**config.mk**
```make
export PLATFORM = sky130hd
export DESIGN_NAME = cgs_top
export DESIGN_NICKNAME = d
export VERILOG_FILES = /design/src/cgs_pkg.sv /design/src/cgs_top.sv /design/src/cgs_counter.sv
export VERILOG_INCLUDE_DIRS = /design/src
export SDC_FILE = /design/constraint.sdc
export NUM_CORES = 1
export LEC_CHECK = 0
export ABC_AREA = 1
export BUFFER_PORTS_ARGS = -buffer_cell sky130_fd_sc_hd__buf_2
export CAP_MARGIN = 20
export CORE_ASPECT_RATIO = 0.8
export CORE_MARGIN = 2
export CORE_UTILIZATION = 55
export CTS_BUF_LIST = sky130_fd_sc_hd__clkbuf_4
export CTS_CLUSTER_DIAMETER = 80
export CTS_CLUSTER_SIZE = 20
export DETAILED_ROUTE_END_ITERATION = 8
export GPL_TIMING_DRIVEN = 0
export HOLD_SLACK_MARGIN = 0.1
export PLACE_DENSITY = 0.7
export SETUP_SLACK_MARGIN = 0.5
export SYNTH_ARGS = -nofsm -noshare
export SYNTH_HDL_FRONTEND = slang
export SYNTH_HIERARCHICAL = 1
export SYNTH_SLANG_ARGS = --single-unit
```
**constraint.sdc**
```tcl
create_clock -name hclk -period 7.7 [get_ports hclk]
set_input_delay 0.77 -clock hclk [delete_from_list [all_inputs] [get_ports hclk]]
set_output_delay 0.77 -clock hclk [all_outputs]
set_load 0.005 [all_outputs]
```
**src/cgs_defines.svh**
```systemverilog
`ifndef CGS_DEFINES_SVH
`define CGS_DEFINES_SVH
// Register byte offsets.
`define CGS_SYS_CLK_ENABLE   12'h000
`define CGS_SYS_CLK_DISABLE  12'h004
`define CGS_SYS_CLK_STATE    12'h008
`define CGS_PER_CLK_ENABLE   12'h010
`define CGS_PER_CLK_DISABLE  12'h014
`define CGS_PER_CLK_STATE    12'h018
`define CGS_USB_PLL_CONFIG   12'h01C
`define CGS_OSC_CONFIG       12'h020
`define CGS_FREQ_MEASURE     12'h024
`define CGS_PLL_A_CONFIG     12'h028
`define CGS_MCLK_CONFIG      12'h030
`define CGS_PROG_CLK0        12'h040
`define CGS_PROG_CLK1        12'h044
`define CGS_PROG_CLK2        12'h048
`define CGS_INT_ENABLE       12'h060
`define CGS_INT_DISABLE      12'h064
`define CGS_CLK_STATUS       12'h068
`define CGS_INT_MASK         12'h06C
`define CGS_FAST_MODE        12'h070
`define CGS_FAST_POLARITY    12'h074
`define CGS_WP_MODE          12'h0E4
`define CGS_WP_STATE         12'h0E8
// Field positions and reset values.
`define CGS_OSC_EN_BIT       0
`define CGS_OSC_ST_LSB       8
`define CGS_OSC_RESET        32'h0000_0001
`define CGS_PLL_DIV_LSB      0
`define CGS_PLL_CNT_LSB      8
`define CGS_PLL_MUL_LSB      16
`define CGS_PLL_RESET        32'h0000_3F00
`define CGS_MCLK_RESET       32'h0000_0001
`define CGS_FREQ_RDY_BIT     16
`define CGS_PCK_LSB          8
// Status register bit positions.
`define CGS_ST_OSC_BIT       0
`define CGS_ST_LOCK_BIT      1
`define CGS_ST_MRDY_BIT      3
`define CGS_ST_PRDY_LSB      8
// Timing counts and the peripheral mask.
`define CGS_OSC_MULT         8
`define CGS_FREQ_WINDOW      16
`define CGS_CLOCK_DIVIDE_SELECT_EXTRA       64
`define CGS_SLOW_DIV         16'h0BEB
`define CGS_PER_MASK         32'h0001_FFFC
`endif

```
**src/cgs_pkg.sv**
```systemverilog
package cgs_pkg;
	typedef enum logic [1:0] {
		CGS_SRC_SLOW = 2'b00,
		CGS_SRC_MAIN = 2'b01,
		CGS_SRC_PLLA = 2'b10,
		CGS_SRC_UPLL = 2'b11
	} cgs_src_e;
	typedef enum logic [1:0] {
		CGS_SW_IDLE = 2'b00,
		CGS_SW_WAIT = 2'b01,
		CGS_SW_PLL  = 2'b10
	} cgs_sw_e;
endpackage

```
**src/cgs_top.sv**
```systemverilog
// The implementer's own choices: the AHB-Lite interface to the registers and the register addresses.
`timescale 1ns/10ps
// Behaviour
// - Oscillator enable counts eight times startup value slow ticks, then flags stable.
// - Count main clock cycles over sixteen slow cycles; flag measure ready.
// - Divider zero keeps PLL A divider off; reset value zero.
// - Multiplier 0..2047; zero disables PLL, else output is input times mul+1.
// - After PLL config write wait lock delay slow cycles then set locked.
// - Changing multiplier or divider clears locked until relock.
// - Source select picks prescaler input; main clock after reset.
// - Master clock is selected source over prescaler; processor clock equals it.
// - Source or prescaler change drops master ready until new clock settles.
// - Reprogramming active PLL forces slow clock, ready low until relock.
// - Three programmable outputs with enable, disable, state; off after reset.
// - Programmable source: main, slow, PLL A, USB PLL; slow at reset.
// - Programmable clock divides by 1,2,4,8,16,32 or 64.
// - Enabled programmable clock sets its ready flag once valid.
// - Fifteen peripheral clocks gated by enable and disable, state readable.
// - A non-zero prescaler in the written word makes a switch count 64 slow cycles instead of 4.
// - Write protect blocks listed configuration register writes.
// - Protected write sets violation flag and source; read clears flag.
// - Programmable prescaler value n divides by two to the n.
module cgs_top
	import cgs_pkg::*;
(
	input  wire logic        hclk,      // Bus clock, 100 MHz.
	input  wire logic        hresetn,   // Asynchronous reset, low.
	input  wire logic        hsel,      // Slave select.
	input  wire logic [31:0] haddr,     // Byte address.
	input  wire logic [1:0]  htrans,    // Transfer type.
	input  wire logic        hwrite,    // Write strobe.
	input  wire logic [2:0]  hsize,     // Transfer size.
	input  wire logic [31:0] hwdata,    // Write data.
	input  wire logic        hready,    // Bus ready in.
	input  wire logic        main_tick, // Main clock edge enable.
	output logic [31:0]      hrdata,    // Read data.
	output logic             hreadyout, // Slave ready.
	output logic             hresp,     // Always OKAY.
	output logic [1:0]       mclk_src,  // Active master source.
	output logic [2:0]       mclk_div,  // Active master prescaler.
	output logic [2:0]       pck_en,    // Programmable clock gates.
	output logic [31:0]      per_en,    // Peripheral clock gates.
	output logic             pll_a_on,  // PLL A powered.
	output logic             irq        // Controller interrupt.
);
`include "cgs_defines.svh"
	typedef struct packed {
		logic        dph;
		logic        dwr;
		logic [11:0] dadr;
		logic [31:0] rdata;
		logic [31:0] osc;
		logic [31:0] pll;
		logic [31:0] mck;
		logic [31:0] pck0;
		logic [31:0] pck1;
		logic [31:0] pck2;
		logic [2:0]  pck_on;
		logic [2:0]  pck_rdy;
		logic [31:0] per;
		logic [31:0] imr;
		logic [31:0] fsm;
		logic [31:0] fsp;
		logic [31:0] ucfg;
		logic        write_protect_enable;
		logic        protect_violation_flag;
		logic [7:0]  wpsrc;
		logic        osc_rdy;
		logic        lock;
		logic        mrdy;
		logic        frdy;
		logic [15:0] fcnt;
		logic [15:0] fval;
		logic [4:0]  fwin;
		logic [15:0] sdiv;
		logic        stick;
		cgs_sw_e     sw;
		logic [7:0]  swcnt;
		logic [1:0]  src;
		logic [2:0]  div;
		logic        irq;
		logic        pll_on;
	} cgs_state_s;
	cgs_state_s s_reg;
	cgs_state_s s_next;
	logic       osc_done;
	logic       lock_done;
	logic       osc_load;
	logic       pll_load;
	logic [15:0] osc_val;
	logic [31:0] sr_val;
	logic       wr;
	logic       mck_wr;

	// Registers that write protection covers.
	function automatic logic is_protected(input logic [11:0] a);
		case (a)
			`CGS_SYS_CLK_ENABLE, `CGS_SYS_CLK_DISABLE,
			`CGS_PER_CLK_ENABLE, `CGS_PER_CLK_DISABLE,
			`CGS_USB_PLL_CONFIG, `CGS_OSC_CONFIG,
			`CGS_PLL_A_CONFIG, `CGS_PROG_CLK0, `CGS_PROG_CLK1,
			`CGS_PROG_CLK2, `CGS_FAST_MODE,
			`CGS_FAST_POLARITY: is_protected = 1'b1;
			default: is_protected = 1'b0;
		endcase
	endfunction

	// Divider and multiplier fields of a PLL A word, which gate lock.
	function automatic logic [18:0] pll_key(input logic [31:0] w);
		pll_key = {w[26:16], w[7:0]};
	endfunction

	assign wr = s_reg.dph && s_reg.dwr;
	assign mck_wr = wr && s_reg.dadr == `CGS_MCLK_CONFIG;
	assign osc_val = 16'(s_next.osc[15:8]) * 16'(`CGS_OSC_MULT);
	assign osc_load = wr && s_reg.dadr == `CGS_OSC_CONFIG && !s_reg.write_protect_enable
		&& hwdata[`CGS_OSC_EN_BIT] && !s_reg.osc[`CGS_OSC_EN_BIT];
	assign pll_load = wr && s_reg.dadr == `CGS_PLL_A_CONFIG && !s_reg.write_protect_enable;

	// Start-up count of eight slow cycles per startup unit.
	cgs_counter u_osc (
		.hclk    (hclk),
		.hresetn (hresetn),
		.load    (osc_load),
		.value   (osc_val),
		.tick    (s_reg.stick),
		.done    (osc_done)
	);

	// Lock delay counted in slow cycles after each PLL A write.
	cgs_counter u_lock (
		.hclk    (hclk),
		.hresetn (hresetn),
		.load    (pll_load),
		.value   ({10'h000, hwdata[13:8]}),
		.tick    (s_reg.stick),
		.done    (lock_done)
	);

	always_comb begin
		sr_val = 32'h0000_0000;
		sr_val[`CGS_ST_OSC_BIT]  = s_reg.osc_rdy;
		sr_val[`CGS_ST_LOCK_BIT] = s_reg.lock;
		sr_val[`CGS_ST_MRDY_BIT] = s_reg.mrdy;
		sr_val[10:8]             = s_reg.pck_rdy;
	end

	// Whole next state: bus, clock sequencing and status flags.
	always_comb begin
		s_next = s_reg;
		// Slow clock enable derived from the bus clock.
		s_next.stick = 1'b0;
		if (s_reg.sdiv == 16'h0000) begin
			s_next.sdiv  = `CGS_SLOW_DIV;
			s_next.stick = 1'b1;
		end else begin
			s_next.sdiv = s_reg.sdiv - 16'h0001;
		end
		// Address phase capture; zero wait states.
		s_next.dph = hsel && hready && htrans[1];
		s_next.dwr = hwrite;
		s_next.dadr = haddr[11:0];
		s_next.rdata = 32'h0000_0000;
		if (hsel && hready && htrans[1] && !hwrite) begin
			case (haddr[11:0])
				`CGS_SYS_CLK_STATE: s_next.rdata = {21'h0,
					s_reg.pck_on, 8'h01};
				`CGS_PER_CLK_STATE: s_next.rdata = s_reg.per;
				`CGS_USB_PLL_CONFIG: s_next.rdata = s_reg.ucfg;
				`CGS_OSC_CONFIG:    s_next.rdata = s_reg.osc;
				`CGS_FREQ_MEASURE:  s_next.rdata = {15'h0, s_reg.frdy,
					s_reg.fval};
				`CGS_PLL_A_CONFIG:  s_next.rdata = s_reg.pll;
				`CGS_MCLK_CONFIG:   s_next.rdata = s_reg.mck;
				`CGS_PROG_CLK0:     s_next.rdata = s_reg.pck0;
				`CGS_PROG_CLK1:     s_next.rdata = s_reg.pck1;
				`CGS_PROG_CLK2:     s_next.rdata = s_reg.pck2;
				`CGS_CLK_STATUS:    s_next.rdata = sr_val;
				`CGS_INT_MASK:      s_next.rdata = s_reg.imr;
				`CGS_FAST_MODE:     s_next.rdata = s_reg.fsm;
				`CGS_FAST_POLARITY: s_next.rdata = s_reg.fsp;
				`CGS_WP_MODE:       s_next.rdata = {31'h0, s_reg.write_protect_enable};
				`CGS_WP_STATE: begin
					s_next.rdata = {16'h0, s_reg.wpsrc, 7'h0, s_reg.protect_violation_flag};
					s_next.protect_violation_flag  = 1'b0;
				end
				default: s_next.rdata = 32'h0000_0000;
			endcase
		end
		// Data phase write.
		if (wr && s_reg.write_protect_enable && is_protected(s_reg.dadr)) begin
			s_next.protect_violation_flag  = 1'b1;
			s_next.wpsrc = s_reg.dadr[9:2];
		end else if (wr) begin
			case (s_reg.dadr)
				`CGS_SYS_CLK_ENABLE:  s_next.pck_on = s_reg.pck_on
					| hwdata[10:8];
				`CGS_SYS_CLK_DISABLE: s_next.pck_on = s_reg.pck_on
					& ~hwdata[10:8];
				`CGS_PER_CLK_ENABLE:  s_next.per = s_reg.per
					| (hwdata & `CGS_PER_MASK);
				`CGS_PER_CLK_DISABLE: s_next.per = s_reg.per & ~hwdata;
				`CGS_USB_PLL_CONFIG:  s_next.ucfg = hwdata;
				`CGS_OSC_CONFIG: begin
					s_next.osc = hwdata;
					if (!hwdata[`CGS_OSC_EN_BIT]) begin
						s_next.osc_rdy = 1'b0;
					end
				end
				`CGS_PLL_A_CONFIG: begin
					s_next.pll = hwdata;
					if (pll_key(hwdata) != pll_key(s_reg.pll)) begin
						s_next.lock = 1'b0;
					end
				end
				`CGS_MCLK_CONFIG: s_next.mck = {25'h0, hwdata[6:4], 2'b00,
					hwdata[1:0]};
				`CGS_PROG_CLK0: s_next.pck0 = {25'h0, hwdata[6:0]};
				`CGS_PROG_CLK1: s_next.pck1 = {25'h0, hwdata[6:0]};
				`CGS_PROG_CLK2: s_next.pck2 = {25'h0, hwdata[6:0]};
				`CGS_INT_ENABLE:  s_next.imr = s_reg.imr | hwdata;
				`CGS_INT_DISABLE: s_next.imr = s_reg.imr & ~hwdata;
				`CGS_FAST_MODE:     s_next.fsm = hwdata;
				`CGS_FAST_POLARITY: s_next.fsp = hwdata;
				`CGS_WP_MODE: s_next.write_protect_enable = hwdata[0];
				default: s_next.write_protect_enable = s_reg.write_protect_enable;
			endcase
		end
		// Oscillator stable after the start-up count.
		// A disable in this cycle must not be undone by an old finished count.
		if (osc_done && s_reg.osc[`CGS_OSC_EN_BIT]
			&& s_next.osc[`CGS_OSC_EN_BIT]) begin
			s_next.osc_rdy = 1'b1;
		end
		// PLL lock needs non-zero divider and multiplier; done is stale
		// in the cycle in which a write reloads the lock count.
		if (lock_done && !pll_load && s_reg.pll[7:0] != 8'h00
			&& s_reg.pll[26:16] != 11'h000) begin
			s_next.lock = 1'b1;
		end
		// Frequency measure over sixteen slow ticks.
		if (s_reg.stick) begin
			if (s_reg.fwin == 5'(`CGS_FREQ_WINDOW - 1)) begin
				s_next.fwin = 5'h00;
				s_next.fval = s_reg.fcnt;
				s_next.fcnt = 16'h0000;
				s_next.frdy = 1'b1;
			end else begin
				s_next.fwin = s_reg.fwin + 5'h01;
			end
		end
		if (main_tick && !(s_reg.stick
			&& s_reg.fwin == 5'(`CGS_FREQ_WINDOW - 1))) begin
			s_next.fcnt = s_next.fcnt + 16'h0001;
		end
		// Master clock switching sequencer.
		case (s_reg.sw)
			CGS_SW_IDLE: begin
				// Reprogramming the active PLL falls back to slow clock.
				if (s_reg.src == CGS_SRC_PLLA && !s_reg.lock) begin
					s_next.src  = CGS_SRC_SLOW;
					s_next.mrdy = 1'b0;
					s_next.sw   = CGS_SW_PLL;
				end
			end
			CGS_SW_WAIT: begin
				// Old clock stays selected until the count ends.
				if (s_reg.stick) begin
					if (s_reg.swcnt == 8'h00) begin
						s_next.src  = s_reg.mck[1:0];
						s_next.div  = s_reg.mck[6:4];
						s_next.mrdy = 1'b1;
						s_next.sw   = CGS_SW_IDLE;
					end else begin
						s_next.swcnt = s_reg.swcnt - 8'h01;
					end
				end
			end
			CGS_SW_PLL: begin
				if (s_reg.lock) begin
					s_next.src  = s_reg.mck[1:0];
					s_next.mrdy = 1'b1;
					s_next.sw   = CGS_SW_IDLE;
				end
			end
			default: s_next.sw = CGS_SW_IDLE;
		endcase
		// Applied after the sequencer so a switch ending now cannot lose it.
		if (mck_wr) begin
			s_next.mrdy = 1'b0;
			s_next.sw   = CGS_SW_WAIT;
			s_next.swcnt = (hwdata[6:4] != 3'b000)
				? 8'(`CGS_CLOCK_DIVIDE_SELECT_EXTRA) : 8'h04;
		end
		// Programmable ready follows enable after one slow tick.
		if (s_reg.stick) begin
			s_next.pck_rdy = s_reg.pck_on;
		end
		s_next.pck_rdy = s_next.pck_rdy & s_next.pck_on;
		s_next.pll_on = s_next.pll[26:16] != 11'h000;
		s_next.irq = |(sr_val & s_reg.imr);
	end

	// Single state register.
	always_ff @(posedge hclk or negedge hresetn) begin
		if (!hresetn) begin
			s_reg      <= '0;
			s_reg.osc  <= `CGS_OSC_RESET;
			s_reg.pll  <= `CGS_PLL_RESET;
			s_reg.mck  <= `CGS_MCLK_RESET;
			s_reg.src  <= CGS_SRC_MAIN;
			s_reg.mrdy <= 1'b1;
			s_reg.sw   <= CGS_SW_IDLE;
			s_reg.fwin <= 5'h1F; // First tick wraps it, so windows are full.
		end else begin
			s_reg <= s_next;
		end
	end

	assign hrdata    = s_reg.rdata;
	assign hreadyout = 1'b1;
	assign hresp     = 1'b0;
	assign mclk_src  = s_reg.src;
	assign mclk_div  = s_reg.div;
	assign pck_en    = s_reg.pck_on;
	assign per_en    = s_reg.per;
	assign pll_a_on  = s_reg.pll_on;
	assign irq       = s_reg.irq;

	property p_wp_block;
		@(posedge hclk) disable iff (!hresetn)
		(wr && s_reg.write_protect_enable && s_reg.dadr == `CGS_PER_CLK_ENABLE)
			|=> $stable(s_reg.per) && s_reg.protect_violation_flag;
	endproperty
	a_wp_block: assert property (p_wp_block) else $error("wp leak");
	property p_wp_clear;
		@(posedge hclk) disable iff (!hresetn)
		(hsel && hready && htrans[1] && !hwrite
			&& haddr[11:0] == `CGS_WP_STATE
			&& !(wr && s_reg.write_protect_enable && is_protected(s_reg.dadr)))
			|=> !s_reg.protect_violation_flag;
	endproperty
	a_wp_clear: assert property (p_wp_clear) else $error("wp clear");
	property p_mrdy_drop;
		@(posedge hclk) disable iff (!hresetn)
		(wr && s_reg.dadr == `CGS_MCLK_CONFIG && !s_reg.write_protect_enable) |=> !s_reg.mrdy;
	endproperty
	a_mrdy_drop: assert property (p_mrdy_drop) else $error("mrdy");
	property p_lock_clear;
		@(posedge hclk) disable iff (!hresetn)
		(pll_load && pll_key(hwdata) != pll_key(s_reg.pll)) |=> !s_reg.lock;
	endproperty
	a_lock_clear: assert property (p_lock_clear) else $error("lock");
	property p_fall_slow;
		@(posedge hclk) disable iff (!hresetn)
		(s_reg.sw == CGS_SW_IDLE && s_reg.src == CGS_SRC_PLLA && !s_reg.lock)
			|=> s_reg.src == CGS_SRC_SLOW && !s_reg.mrdy;
	endproperty
	a_fall_slow: assert property (p_fall_slow) else $error("fall");
	property p_irq;
		@(posedge hclk) disable iff (!hresetn)
		(|(sr_val & s_reg.imr)) |=> irq;
	endproperty
	a_irq: assert property (p_irq) else $error("irq");
	property p_pck_rdy;
		@(posedge hclk) disable iff (!hresetn)
		s_reg.pck_rdy != 3'b000 |-> (s_reg.pck_rdy & ~s_reg.pck_on) == 3'b000;
	endproperty
	a_pck_rdy: assert property (p_pck_rdy) else $error("pck");
	property p_lock_gate;
		@(posedge hclk) disable iff (!hresetn)
		$rose(s_reg.lock) |-> s_reg.pll[7:0] != 8'h00; 
	endproperty
	a_lock_gate: assert property (p_lock_gate) else $error("div");
	property p_osc;
		@(posedge hclk) disable iff (!hresetn)
		$rose(s_reg.osc_rdy) |-> $past(osc_done);
	endproperty
	a_osc: assert property (p_osc) else $error("osc");
	c_mck: cover property (@(posedge hclk) $rose(s_reg.mrdy));
	c_lock: cover property (@(posedge hclk) $rose(s_reg.lock));
	c_wp: cover property (@(posedge hclk) $rose(s_reg.protect_violation_flag));
endmodule

```
**src/cgs_counter.sv**
```systemverilog
`timescale 1ns/10ps
// Down counter that raises done after load value ticks of enable.
module cgs_counter (
	input  wire logic        hclk,    // System clock.
	input  wire logic        hresetn, // Asynchronous reset, low.
	input  wire logic        load,    // Restart the count.
	input  wire logic [15:0] value,   // Ticks to count.
	input  wire logic        tick,    // Count enable.
	output logic             done     // Count elapsed, level.
);
	typedef struct packed {
		logic [15:0] cnt;
		logic        run;
		logic        done;
	} cgs_cnt_s;
	cgs_cnt_s c_reg;
	cgs_cnt_s c_next;
	// Load wins over tick so a restart always begins from the full value.
	always_comb begin
		c_next = c_reg;
		if (load) begin
			c_next.cnt  = value;
			c_next.run  = 1'b1;
			c_next.done = 1'b0;
		end else if (c_reg.run && tick) begin
			if (c_reg.cnt <= 16'h0001) begin
				c_next.run  = 1'b0;
				c_next.done = 1'b1;
			end
			c_next.cnt = c_reg.cnt - 16'h0001;
		end
	end
	// Single state register.
	always_ff @(posedge hclk or negedge hresetn) begin
		if (!hresetn) begin
			c_reg <= '0;
		end else begin
			c_reg <= c_next;
		end
	end
	assign done = c_reg.done;
endmodule

```
==> results.cfg, run 1 <==
[floorplanning]
rows = 64
dieHeight_um = 180.3
io_pins = 151
die_w_um = 224.4
core_area_mm2 = 0.03828
initial_utilization = 0.5584
dieArea_mm2 = 0.04046

[final_layout]
nets = 2883
fill_cells = 3472
utilization = 0.6098
multi_input_area_mm2 = 0.008567
stdcell_area_mm2 = 0.02334
register_area_mm2 = 0.01060
syn_to_final_growth_pct = 9.202
stdcell_count = 3310
drive_above_1_share = 0.1678

[synthesis]
synth_compound_area_frac = 0.1285
ys.flop_type = dfrtp_1
synth.most_common_cell = nand2_1
synth-simple-area-share = 0.2476
synth_top_family_by_area = simple AND/OR/NAND/NOR gates
syn_area_mm2 = 0.02137
synth_cell_types = 55
synth.area.top_cells = dfrtp_1 48%, nand2_1 13%, inv_1 4.9%
synth.area.mux_share = 0
synthTopCellsByCount = 727 x nand2_1, 408 x dfrtp_1, 281 x inv_1
ys_warn_count = 6
synth_xor_xnor_area_share = 0.01352
synth_edf_count = 0
synth_area_leader_cell = dfrtp_1
ys_async_sr_fraction = 1.000
synth_seq_cells = 423
netlist_instances = 2603
seq_area_frac_synth = 0.4961
synth_top_area_frac = 0.4777
avgSynthCellArea_um2 = 8.211
synthAdderAreaFrac = 0.007610

[place]
portBuffers = 123
place_hpwl_mm = 49.21
gp_congestion = 0.9968
placed_area_mm2 = 0.02280
dp.cells = 3243
pre_cts_slack_ns = 4.338

[sta]
rsz0062_at_grt = no
min_period_ns = 3.177
drv_slew = 0
max-slew-margin-rel = 0.3005
fin_crit_sh = 0.4126
hold_violations = 0
whs_ns = 0.1277
final.setup.tns_ns = 0
fin_ws_ns = 4.523
finalSetupViolCount = 0
fmax_mhz = 314.8
fin_skew_ns = 0.06644
tightest_slew_ns = 1.049

[grt]
use_met3 = 0.09294
gr-usage-met2 = 0.4910
antenna_found_initial = 5
track_usage = 0.3334
grt_start_max_net_pins = 117
grt_pass1_wl_mm = 103.7
gr-max-usage-layer = met2
gr-usage-met1 = 0.4800
grt_pass1_vias = 18030
gr-total-overflow = 0

[clock_network]
post_cts_buffers = 0
clockBufferDepth = 3
numCtsBuffers = 25
cts_root_buf = clkbuf_4
clock-sinks = 423
clk_pin_slew_ns = 0.22
insertion_delay_ns = 0.85
cts_max_level = 1
cts_tree = built

[worst_setup_path]
crit_slowest_cell = nand2_1
critPathKind = in2reg
cp_cell_sequence = dlygate4sd3_1 -> buf_2 -> nor2_1 -> nand2_2 -> nor2_2 -> nand2_1 -> nand4_1 -> nor2_1 -> nand3b_1 -> nand2_1 -> buf_2 -> a21oi_1
end_kind = register
worstPathMaxFanout = 10
worst_ep_required_time_ns = 8.44
cp_slowest_stage_delay_ns = 0.58
startpoint_type = primary input
cp.arrival_ns = 3.92

[min_path]
hold_class = in2reg

[pwr]
power_density_mw_per_mm2 = 153.5
p_leak_nw = 12.11
fin_total_pwr_mw = 3.584
vdd_drop_max_mv = 0.1111

[routing]
wirelength_mm = 66.99
dr_total_vias = 18930
via_per_inst = 5.719
ant_nets = 0
drcViolationCount = 0
drt_iter0_drc = 2477
wire_per_inst_um = 20.24
drt_first_pass_iters = 9

[job]
maxCapViolCount = 0

[run_status]
status = complete, no violations
==> cells by family after synthesis <==
| group | after synthesis |
|---|---|
| compound gates | 451 |
| xor+xnor | 33 |
| fa+ha+maj | 13 |
| buf+inv | 474 |
| flops | 423 |
| other cells | 2 |
| simple gates | 1207 |
==> power breakdown <==
part	total (mW)	switching [mW]	internal [mW]
Sequential	2.31	0.0385	2.27
Combinational	0.311	0.213	0.0980
Clock	0.963	0.714	0.249
Total	3.58	0.966	2.62
==> layout make-up <==
cell class	instances	share of cell area
antenna	2	0.0002144
multi-input combinational	1724	0.3670
sequential	423	0.4543
timing repair buffer	147	0.04010
clock inverter	3	0.001018
buffer	172	0.04873
clock buffer	42	0.01351
inverter	302	0.04857
tap	495	0.02653
==> path summary, 6_finish.rpt <==
| path | cells past startpoint | slack, ns | startpoint | end |
|---|---|---|---|---|
| max in group asynchronous | 4 | 5.90 | hresetn | s_reg[112]$_DFFE_PN0P_ |
| max reg2reg | 16 | 4.70 | s_reg[17]$_DFF_PN0_ | s_reg[65]$_DFF_PN0_ |
| max | 12 | 4.52 | haddr[11] | hrdata[12]$_DFF_PN0_ |
| min reg2reg | 1 | 0.48 | s_reg[31]$_DFF_PN0_ | s_reg[31]$_DFF_PN0_ |
| min | 3 | 0.13 | htrans[1] | s_reg[488]$_DFF_PN0_ |
| min in group asynchronous | 2 | 0.43 | hresetn | s_reg[10]$_DFFE_PN0P_ |
==> layer usage <==
layer	vias up	wire, um
met4	2	2327
met1	9081	28960
li1	8758	-
met2	955	28730
met5	-	13
met3	135	6964
==> cell usage in the layout, fill, tap and decap left out, types with 10 or more instances in the layout <==
cell type	instances
o211ai_1	18
nor2_1	174
nand4_1	82
nand2_1	727
dlygate4sd3_1	20
nand2_2	15
o2111ai_1	10
dfrtp_1	408
buf_4	86
inv_2	21
inv_1	281
o21ai_2	65
o22ai_1	22
xor2_1	20
clkbuf_4	42
buf_2	161
buf_6	16
nor3_1	40
nand3_1	111
clkbuf_1	28
nor2_4	12
nor2_2	10
ha_1	13
o21ai_0	165
xnor2_1	13
o21ai_1	88
dfstp_2	15
o221ai_1	10
conb_1	20
a21oi_1	46
==> worst max-delay path, delay by kind of cell <==
kind / cells / cell delay, ns
AOI/OAI and AO/OA: 1 / 0.33
buffers and inverters: 3 / 1.03
and+or+nand+nor: 8 / 1.78
==> repair_timing <==
item / 4_1_cts / 5_1_grt
endpoints found under the hold margin: 70 / 2
hold buffers: 18 / 2
resized for setup: 0 / 0
Note: power is estimated with default switching activity, not from simulation.
==> inputs of run 2 (changes only) <==
==> constraint.sdc (replaced) <==
create_clock -name hclk -period 3.2 [get_ports hclk]
set_input_delay 0.32 -clock hclk [delete_from_list [all_inputs] [get_ports hclk]]
set_output_delay 0.32 -clock hclk [all_outputs]
set_load 0.005 [all_outputs]
==> run 2 against run 1 <==
Net effect:
- die area unchanged
- cell area rose by 2.0%
- first-iteration DRC count is 2.7% lower
- clock power rose by 140%
- hold slack worse by 0.0028 ns
- routed wire length increased by 0.85%
- global-route usage is 0.29 points higher
- clock skew decreased by 0.0035 ns
- critical endpoint is now hrdata[11]$_DFF_PN0_
==> results.cfg, run 2 (synthesis gave the netlist of run 1 again) <==
[sta]
fmax_mhz = 386.7
rsz0062_at_grt = yes
fin_skew_ns = 0.06292
min_period_ns = 2.586
drv_slew = 0
fin_ws_ns = 0.6139
max-slew-margin-rel = 0.2863
hold_violations = 0
tightest_slew_ns = 1.071
fin_crit_sh = 0.8081
final.setup.tns_ns = 0
finalSetupViolCount = 0

[clock_network]
clock-sinks = 423
clk_pin_slew_ns = 0.21
cts_tree = built
numCtsBuffers = 25
clockBufferDepth = 3
cts_max_level = 1
cts_root_buf = clkbuf_4
insertion_delay_ns = 0.86

[floorplanning]
dieHeight_um = 180.3
io_pins = 151
initial_utilization = 0.5584
dieArea_mm2 = 0.04046
die_w_um = 224.4
core_area_mm2 = 0.03828
rows = 64

[run_status]
status = complete, no violations

[pwr]
vdd_drop_max_mv = 0.2705
p_leak_nw = 12.30
power_density_mw_per_mm2 = 364.1
fin_total_pwr_mw = 8.668

[routing]
drt_iter0_drc = 2410
ant_nets = 0
dr_total_vias = 19160
via_per_inst = 5.718
drcViolationCount = 0
wirelength_mm = 67.56
wire_per_inst_um = 20.17
drt_first_pass_iters = 8

[place]
pre_cts_slack_ns = 0.2312
place_hpwl_mm = 49.21
gp_congestion = 0.9968
portBuffers = 123

[worst_setup_path]
path_delay_family = buffers and inverters
worstPathMaxFanout = 10
worst-path-buf-inv = 5
worst_ep_required_time_ns = 3.93
startpoint_type = primary input
critPathKind = in2reg
crit_top_cell = nand2_1
path_depth = 12
end_kind = register
r2r_cells = 10
cp_slowest_stage_delay_ns = 0.59
crit_slowest_cell = clkbuf_1
cp.arrival_ns = 3.31
cp_cell_sequence = dlygate4sd3_1 -> buf_2 -> inv_1 -> nand2_1 -> nor2_2 -> nand2_1 -> clkinvlp_4 -> nand3_2 -> clkbuf_1 -> o21ai_0 -> nor3_1 -> a21oi_1

[min_path]
hold_depth = 2
hold_class = in2reg

[grt]
grt_pass1_vias = 18190
antenna_found_initial = 4
track_usage = 0.3363
grt_pass1_wl_mm = 104.6
gr-total-overflow = 0
grt_start_max_net_pins = 117

[final_layout]
final_cell_mix = 725 x nand2_1, 408 x dfrtp_1, 279 x inv_1
syn_to_final_growth_pct = 11.39
final_common_cell = nand2_1
drive_above_1_share = 0.1724
fill_cells = 3434
nets = 2924

[job]
maxCapViolCount = 0
run 2: cell count changes in the layout (fill, tap and decap cells not counted), moves of 3 or more:
| cell | before | now |
|---|---|---|
| dlygate4sd3_1 | 20 | 52 |
| buf_4 | 86 | 96 |
| buf_2 | 161 | 156 |
| nor2_1 | 174 | 170 |
| clkbuf_4 | 42 | 45 |
| nor2_2 | 10 | 13 |
run 2: worst paths after layout:
kind,slack [ns],end,start
worst max-delay path,0.61,hrdata[11]$_DFF_PN0_,haddr[0]
worst min-delay path,0.12,s_reg[477]$_DFF_PN0_,haddr[2]
worst max register to register,0.62,register,s_reg[481]$_DFF_PN0_
worst min register to register,0.48,s_reg[31]$_DFF_PN0_,s_reg[31]$_DFF_PN0_
max in group asynchronous,1.56,s_reg[433]$_DFFE_PN0P_,hresetn
min in group asynchronous,0.62,s_reg[34]$_DFFE_PN1P_,hresetn
run 2: layout make-up:
class                      count  area (um2)  share of cell area
timing repair buffer         188        1344             0.05644
buffer                       172        1157             0.04861
clock buffer                  42       315.3             0.01324
multi-input combinational   1724        8602              0.3613
clock inverter                 3       23.77           0.0009985
sequential                   423       10600              0.4454
inverter                     302        1141             0.04793
antenna                        1       2.502           0.0001051
tap                          495       619.3             0.02601
run 2: power by group:
part           leakage (nW)  total (mW)  switching [mW]  internal, mW
sequential             4.58        5.56          0.0928          5.46
clock                 0.206        2.31            1.71         0.600
combinational          7.51       0.802           0.534         0.268
total                  12.3        8.67            2.34          6.33
run 2: timing repair:
item	CTS	global route
gates resized for setup	4	20
hold buffers	53	0
buffers inserted	1	7
gates cloned	0	0
endpoints found under the hold margin	486	0
setup endpoints to repair	15	20
pin swaps	1	2
run 2: metal layers:
metal  share of wire  track usage
met1            0.43       0.4869
met5         0.00019     0.001195
met4           0.035       0.1020
met3            0.11      0.08903
met2            0.43       0.4967
run 2: through the flow:
step                hold WS, ns  cell area [um2]  instances  utilization
detailed placement       0.2840            22800       3243       0.5956
CTS                      0.1027            23700       3342       0.6192
global placement         0.4438            22680       3239       0.5924
finish                   0.1250            23810       3350       0.6220
global route             0.1192            23810       3350       0.6220
floorplan               0.02441            21440       2621            -
